File: config.mk
export PLATFORM = sky130hd
export DESIGN_NAME = gpc_pin_ctrl
export DESIGN_NICKNAME = d
export VERILOG_FILES = /design/src/rtl/gpc_pkg.sv /design/src/rtl/gpc_rst_sync.sv /design/src/rtl/gpc_pin_mux.sv /design/src/rtl/gpc_pin_ctrl.sv
export SDC_FILE = /design/constraint.sdc
export NUM_CORES = 1
export LEC_CHECK = 0
export ABC_AREA = 1
export BUFFER_PORTS_ARGS = -buffer_cell sky130_fd_sc_hd__buf_4
export CAP_MARGIN = 20
export CORE_MARGIN = 2
export CORE_UTILIZATION = 42
export CTS_CLUSTER_DIAMETER = 200
export CTS_CLUSTER_SIZE = 40
export DETAILED_ROUTE_END_ITERATION = 16
export GPL_ROUTABILITY_DRIVEN = 0
export PLACE_DENSITY = 0.79
export SKIP_CTS_REPAIR_TIMING = 1
export SYNTH_ARGS = -nofsm -noshare
export SYNTH_HDL_FRONTEND = slang
export SYNTH_HIERARCHICAL = 1
export SYNTH_SLANG_ARGS = --single-unit
File: constraint.sdc
create_clock -name clk_sys_i -period 1.6 [get_ports clk_sys_i]
set_clock_uncertainty 0.2 [all_clocks]
set_input_delay 0.24 -clock clk_sys_i [delete_from_list [all_inputs] [get_ports clk_sys_i]]
set_output_delay 0.24 -clock clk_sys_i [all_outputs]
set_load 0.1 [all_outputs]
File: src/rtl/gpc_pkg.sv
package gpc_pkg;

  // control word layout
  localparam int GPC_WORD_W = 32;
  localparam int GPC_PAD_IN_BIT = 24;
  localparam int GPC_ALT_BIT = 16;
  localparam int GPC_MUX_LSB = 12;
  localparam int GPC_POL_BIT = 11;
  localparam int GPC_SRC_BIT = 10;
  localparam int GPC_DIR_BIT = 9;
  localparam int GPC_BUF_BIT = 8;
  localparam int GPC_EDGE_BIT = 7;
  localparam int GPC_INTDET_LSB = 4;
  localparam int GPC_PWRG_LSB = 2;

  // writable bits: 16, 13:12, 11:2; everything else except the pad status bit 24 reads zero
  localparam logic [31:0] GPC_WR_MASK = 32'h0001_3ffc;
  // value of the stored word after reset
  localparam logic [31:0] GPC_CTRL_RESET = 32'h0000_0000;
  // flip-flops in the reset release chain
  localparam int GPC_RST_STAGES = 2;

  // active signal function of the pin
  typedef enum logic [1:0] {
    GPC_FUNC_GPIO,
    GPC_FUNC_SIG1,
    GPC_FUNC_SIG2,
    GPC_FUNC_SIG3
  } gpc_func_type;

  // conditional inversion, shared by the output and interrupt paths
  function automatic logic gpc_pol(input logic value, input logic invert);
    return value ^ invert;
  endfunction

endpackage

File: src/rtl/gpc_rst_sync.sv
`timescale 1ns/10ps
module gpc_rst_sync import gpc_pkg::*; (
  input wire logic clk_i,
  input wire logic rstn_i,
  output logic rstn_o
);

  logic [GPC_RST_STAGES-1:0] chain_reg;

  // asserts at once, releases after the chain fills with ones
  always_ff @(posedge clk_i or negedge rstn_i) begin
    if (!rstn_i) begin
      chain_reg <= '0;
    end else begin
      chain_reg <= {chain_reg[GPC_RST_STAGES-2:0], 1'b1};
    end
  end

  assign rstn_o = chain_reg[GPC_RST_STAGES-1];

endmodule

File: src/rtl/gpc_pin_mux.sv
`timescale 1ns/10ps
module gpc_pin_mux import gpc_pkg::*; #(
  parameter int NUM_FUNC = 3
) (
  input wire gpc_func_type func_sel_i,
  input wire logic pol_i,
  input wire logic src_sel_i,
  input wire logic dir_i,
  input wire logic open_drain_i,
  input wire logic alt_data_i,
  input wire logic out_reg_bit_i,
  input wire logic [NUM_FUNC-1:0] func_out_i,
  input wire logic [NUM_FUNC-1:0] func_oe_i,
  output logic pin_data_o,
  output logic pin_oe_o
);

  logic data;
  logic oe;
  logic [1:0] idx;

  // pick data and direction from gpio logic or the selected function
  always_comb begin
    idx = 2'(func_sel_i) - 2'h1;
    if (func_sel_i == GPC_FUNC_GPIO) begin
      data = src_sel_i ? out_reg_bit_i : alt_data_i;
      oe = dir_i;
    end else begin
      data = gpc_pol(func_out_i[idx], pol_i);
      oe = func_oe_i[idx];
    end
    pin_data_o = data;
    // open drain never drives a high level
    pin_oe_o = oe && (!open_drain_i || !data);
  end

endmodule

File: src/rtl/gpc_pin_ctrl.sv
`timescale 1ns/10ps
module gpc_pin_ctrl import gpc_pkg::*; #(
  parameter int NUM_FUNC = 3,
  parameter int NUM_WELLS = 4
) (
  input wire logic clk_sys_i,
  input wire logic rstn_i,
  input wire logic wr_en_i,
  input wire logic [GPC_WORD_W-1:0] wr_data_i,
  output logic [GPC_WORD_W-1:0] rd_data_o,
  input wire logic out_reg_bit_i,
  input wire logic [NUM_WELLS-1:0] well_on_i,
  input wire logic [NUM_FUNC-1:0] func_out_i,
  input wire logic [NUM_FUNC-1:0] func_oe_i,
  input wire logic pad_in_i,
  output logic pad_out_o,
  output logic pad_oe_o,
  output logic pad_level_o,
  output logic edge_en_o,
  output logic [2:0] int_det_o,
  output logic int_sense_inv_o,
  output logic open_drain_o
);

  logic rst_n;
  logic [GPC_WORD_W-1:0] ctrl_reg;
  logic [GPC_WORD_W-1:0] ctrl_next;
  logic [GPC_WORD_W-1:0] rd_next;
  gpc_func_type func_sel;
  logic pol;
  logic src_sel;
  logic dir;
  logic open_drain;
  logic alt_data;
  logic [1:0] pwr_gate;
  logic well_off;
  logic pad_bit;
  logic pin_data;
  logic pin_oe;

  // main_well_reset enters here and leaves through the release chain
  gpc_rst_sync u_rst_sync (
    .clk_i(clk_sys_i),
    .rstn_i(rstn_i),
    .rstn_o(rst_n)
  );

  // field views of the stored word
  assign func_sel = gpc_func_type'(ctrl_reg[GPC_MUX_LSB +: 2]);
  assign pol = ctrl_reg[GPC_POL_BIT];
  assign src_sel = ctrl_reg[GPC_SRC_BIT];
  assign dir = ctrl_reg[GPC_DIR_BIT];
  assign open_drain = ctrl_reg[GPC_BUF_BIT];
  assign alt_data = ctrl_reg[GPC_ALT_BIT];
  assign pwr_gate = ctrl_reg[GPC_PWRG_LSB +: 2];

  // the gating field names the well this pad lives on
  assign well_off = !well_on_i[pwr_gate];

  // pad status, raw level, forced high on a dead well
  assign pad_bit = well_off ? 1'b1 : pad_in_i;

  // only writable fields are stored; the rest are held at zero
  assign ctrl_next = wr_data_i & GPC_WR_MASK;

  // word store, written whole on each strobe
  always_ff @(posedge clk_sys_i or negedge rst_n) begin
    if (!rst_n) begin
      ctrl_reg <= GPC_CTRL_RESET & GPC_WR_MASK;
    end else if (wr_en_i) begin
      ctrl_reg <= ctrl_next;
    end
  end

  // read image: stored fields plus the live pad bit
  always_comb begin
    rd_next = ctrl_reg;
    rd_next[GPC_PAD_IN_BIT] = pad_bit;
  end

  always_ff @(posedge clk_sys_i or negedge rst_n) begin
    if (!rst_n) begin
      rd_data_o <= GPC_CTRL_RESET & GPC_WR_MASK;
    end else begin
      rd_data_o <= rd_next;
    end
  end

  // output source and direction selection
  gpc_pin_mux #(
    .NUM_FUNC(NUM_FUNC)
  ) u_pin_mux (
    .func_sel_i(func_sel),
    .pol_i(pol),
    .src_sel_i(src_sel),
    .dir_i(dir),
    .open_drain_i(open_drain),
    .alt_data_i(alt_data),
    .out_reg_bit_i(out_reg_bit_i),
    .func_out_i(func_out_i),
    .func_oe_i(func_oe_i),
    .pin_data_o(pin_data),
    .pin_oe_o(pin_oe)
  );

  // pad drive registered so the pad sees clean edges
  always_ff @(posedge clk_sys_i or negedge rst_n) begin
    if (!rst_n) begin
      pad_out_o <= 1'b0;
      pad_oe_o <= 1'b0;
    end else begin
      pad_out_o <= pin_data;
      pad_oe_o <= pin_oe;
    end
  end

  // level for the shared input register, never inverted
  always_ff @(posedge clk_sys_i or negedge rst_n) begin
    if (!rst_n) begin
      pad_level_o <= 1'b0;
    end else begin
      pad_level_o <= pad_in_i;
    end
  end

  // settings handed to the edge and interrupt detector
  always_ff @(posedge clk_sys_i or negedge rst_n) begin
    if (!rst_n) begin
      edge_en_o <= 1'b0;
      int_det_o <= 3'h0;
      int_sense_inv_o <= 1'b0;
      open_drain_o <= 1'b0;
    end else begin
      edge_en_o <= ctrl_reg[GPC_EDGE_BIT];
      int_det_o <= ctrl_reg[GPC_INTDET_LSB +: 3];
      int_sense_inv_o <= gpc_pol(1'b0, pol && (func_sel != GPC_FUNC_GPIO));
      open_drain_o <= open_drain;
    end
  end

  // helper: counts edges since reset release, saturating at three
  logic [1:0] up_cnt;
  always_ff @(posedge clk_sys_i or negedge rst_n) begin
    if (!rst_n) begin
      up_cnt <= 2'h0;
    end else if (up_cnt != 2'h3) begin
      up_cnt <= up_cnt + 2'h1;
    end
  end
endmodule

==> flow_metrics.py <==
metrics = {
    "power": {
        "combinationalPowerShare": 0.423,
        "finalPower_mw": 2.42,
        "pwr-share-clk": 0.180,
        "peakVddDrop_mv": 0.487,
        "p_switching_mw": 1.11,
        "p_seq_frac": 0.396,
        "swShare": 0.456,
        "p_int_mw": 1.32,
        "power_leakage_nw": 1.05,
        "power.density_nw_per_um2": 1220,
    },
    "clock_tree": {
        "clkLatencyLatePin_ns": 0.33,
        "cts_tree": "done",
        "cts_buffers": 5,
        "cts.htree.levels": 2,
        "cts.sinks": 33,
        "clk_pin_slew_ns": 0.10,
        "clock_path_buffers": 2,
        "cts-root-buf": "clkbuf_4",
    },
    "placement": {
        "numPortBuffers": 50,
        "post-place-cells": 215,
        "pre_cts_slack_ns": 0.0442,
        "place_area_um2": 1740,
        "dp_hpwl_um": 1770,
    },
    "global_route": {
        "antenna_found_initial": 0,
        "grt_first_pass_wirelength_um": 3160,
        "grt_usage": 0.120,
        "grt_max_degree": 20,
        "gr-total-overflow": 0,
        "grt_pass1_vias": 763,
    },
    "critical_path": {
        "reg2reg_from": "ctrl_reg[12]",
        "cp_max_fo": 3,
        "critical_path_class": "reg2reg",
        "end_kind": "register",
        "reg2reg_to": "pad_oe_o",
        "rrSetupSlack_ns": 0.11,
        "worstPathRequired_ns": 1.63,
        "arrival_ns": 1.52,
        "start_kind": "register",
        "worst_r2r_path_depth": 8,
    },
    "final_layout": {
        "instances_no_fill": 242,
        "largest_reg_flops": 13,
        "n_antenna_cell": 0,
        "nets": 243,
        "post-route-util": 0.607,
        "area_growth_pct": 40.7,
        "final_area_um2": 1990,
        "drive_above_1_share": 0.439,
    },
    "yosys": {
        "synth_cells": 124,
        "synth_warnings": 6,
        "syn_area_um2": 1420,
        "avgSynthCellArea_um2": 11.4,
        "ys_seq_area_frac": 0.583,
        "synth_seq_cells": 33,
        "synth.distinct_cells": 21,
    },
    "die": {
        "floorplan.rows": 21,
        "die_h_um": 62.1,
        "die_x_um": 62.1,
        "dieArea_um2": 3860,
        "io_pins": 88,
        "start_util": 0.432,
        "core_area_um2": 3280,
    },
    "routing": {
        "wl_per_cell_um": 10.5,
        "ant_nets": 0,
        "dr.pass1.iters": 4,
        "vias": 983,
        "routed_wl_um": 2530,
        "drc": 0,
        "drt_iter0_drc": 40,
        "vias_per_cell": 4.06,
    },
    "min_path": {
        "hold_path_class": "reg2async",
    },
    "sta": {
        "finalHoldViolCount": 0,
        "fmax_mhz": 669,
        "finalCritPeriodShare": 0.934,
        "setup_viol": 0,
        "finalMaxSlewViolations": 0,
        "timing.final.ws_setup_ns": 0.106,
        "period_needed_ns": 1.49,
    },
    "outcome": {
        "status": "finished, final reports clean",
    },
    "run": {
        "cap_violations": 0,
    },
}
[power by group through the flow]
| stage | registers (mW) | clock network (mW) | logic (mW) |
|---|---|---|---|
| after floorplan | 1.35 | 0 | 0.461 |
| after global placement | 0.973 | 0 | 0.969 |
| after detailed placement | 0.979 | 0 | 0.976 |
| after CTS | 0.962 | 0.455 | 0.978 |
| after global routing | 0.971 | 0.487 | 1.07 |
| final | 0.960 | 0.437 | 1.03 |
[cells in the mapped netlist]
library cell,count,share of area
mux2_4,8,0.085
conb_1,2,0.0053
a31oi_1,1,0.0044
nor2_1,3,0.0079
buf_4,23,0.12
o21ai_0,3,0.011
o21ai_1,5,0.018
a21oi_2,1,0.0062
nand2_2,2,0.0088
nand3_1,4,0.014
a21oi_1,1,0.0035
ha_1,1,0.0088
inv_2,1,0.0026
buf_8,1,0.011
o21ai_2,1,0.0062
inv_1,16,0.042
nand3_2,2,0.014
dfrtp_1,33,0.58
clkinv_1,1,0.0026
buf_6,1,0.0079
nand2_1,14,0.037
[logic make-up after synthesis]
| group | count (synthesis) | share of synthesized area |
|---|---|---|
| multiplexers | 8 | 0.0847 |
| adder cells (fa/ha/maj) | 1 | 0.00882 |
| AND/OR/NAND/NOR | 25 | 0.0821 |
| buffers and inverters | 43 | 0.188 |
| flip-flops | 33 | 0.583 |
| AO/OA/AOI/OAI | 12 | 0.0485 |
| other | 2 | 0.00530 |
[routing by layer]
layer	track usage	routed length, um
met3	0.0373	198
met5	0	0
met2	0.201	1340
met4	0.0821	41
met1	0.130	951
[through the flow]
| step | TNS [ns] | hold WS (ns) |
|---|---|---|
| after CTS | 0 | -0.546 |
| after global placement | 0 | -0.177 |
| after detailed placement | 0 | -0.176 |
| after floorplan | 0 | -0.256 |
| after global routing | -0.0105 | 0.0240 |
| final | 0 | 0.00264 |
[placed cells by master (no fill, tap or decap), types with 2 or more instances in the layout]
cell type      Yosys  layout
buf_4             23      56
clkbuf_4           0       5
clkinv_2           0       2
conb_1             2      19
dfrtp_1           33      28
dfrtp_2            0       5
dlygate4sd3_1      0      16
inv_1             16      15
inv_2              1       2
mux2_4             8       8
nand2_1           14      14
nand2_2            2       2
nand3_1            4       4
nand3_2            2       2
nor2_1             3       3
o21ai_0            3       3
o21ai_1            5       5
[worst max path at each step]
| stage | startpoint | endpoint | slack, ns | cells past startpoint |
|---|---|---|---|---|
| CTS | ctrl_reg[13] | pad_oe_o | 0.02 | 9 |
| global route | ctrl_reg[12] | pad_oe_o | -0.01 | 9 |
| finish | ctrl_reg[12] | pad_oe_o | 0.11 | 8 |
| detailed placement | ctrl_reg[13] | pad_oe_o | 0.04 | 9 |
| floorplan | ctrl_reg[12] | pad_oe_o | 0.06 | 8 |
| global placement | ctrl_reg[12] | pad_oe_o | 0.09 | 8 |
[critical path: stages, from the launching register on]
cell and delay, ns:
dfrtp_1 0.40, inv_2 0.10, ha_4 0.22, inv_1 0.07
nand3_1 0.09, nand3_1 0.11, nand3_2 0.09, nand2_2 0.08
a21oi_2 0.05
[layout make-up]
class	count	area (um2)
inverters	18	67.6
well taps	46	57.6
flip-flops and latches	33	832
clock buffers	5	37.5
clock inverters	3	17.5
multi-input cells	65	402
repair buffers	72	581
fillers	293	1290
Power figures use the tool's default switching activity.
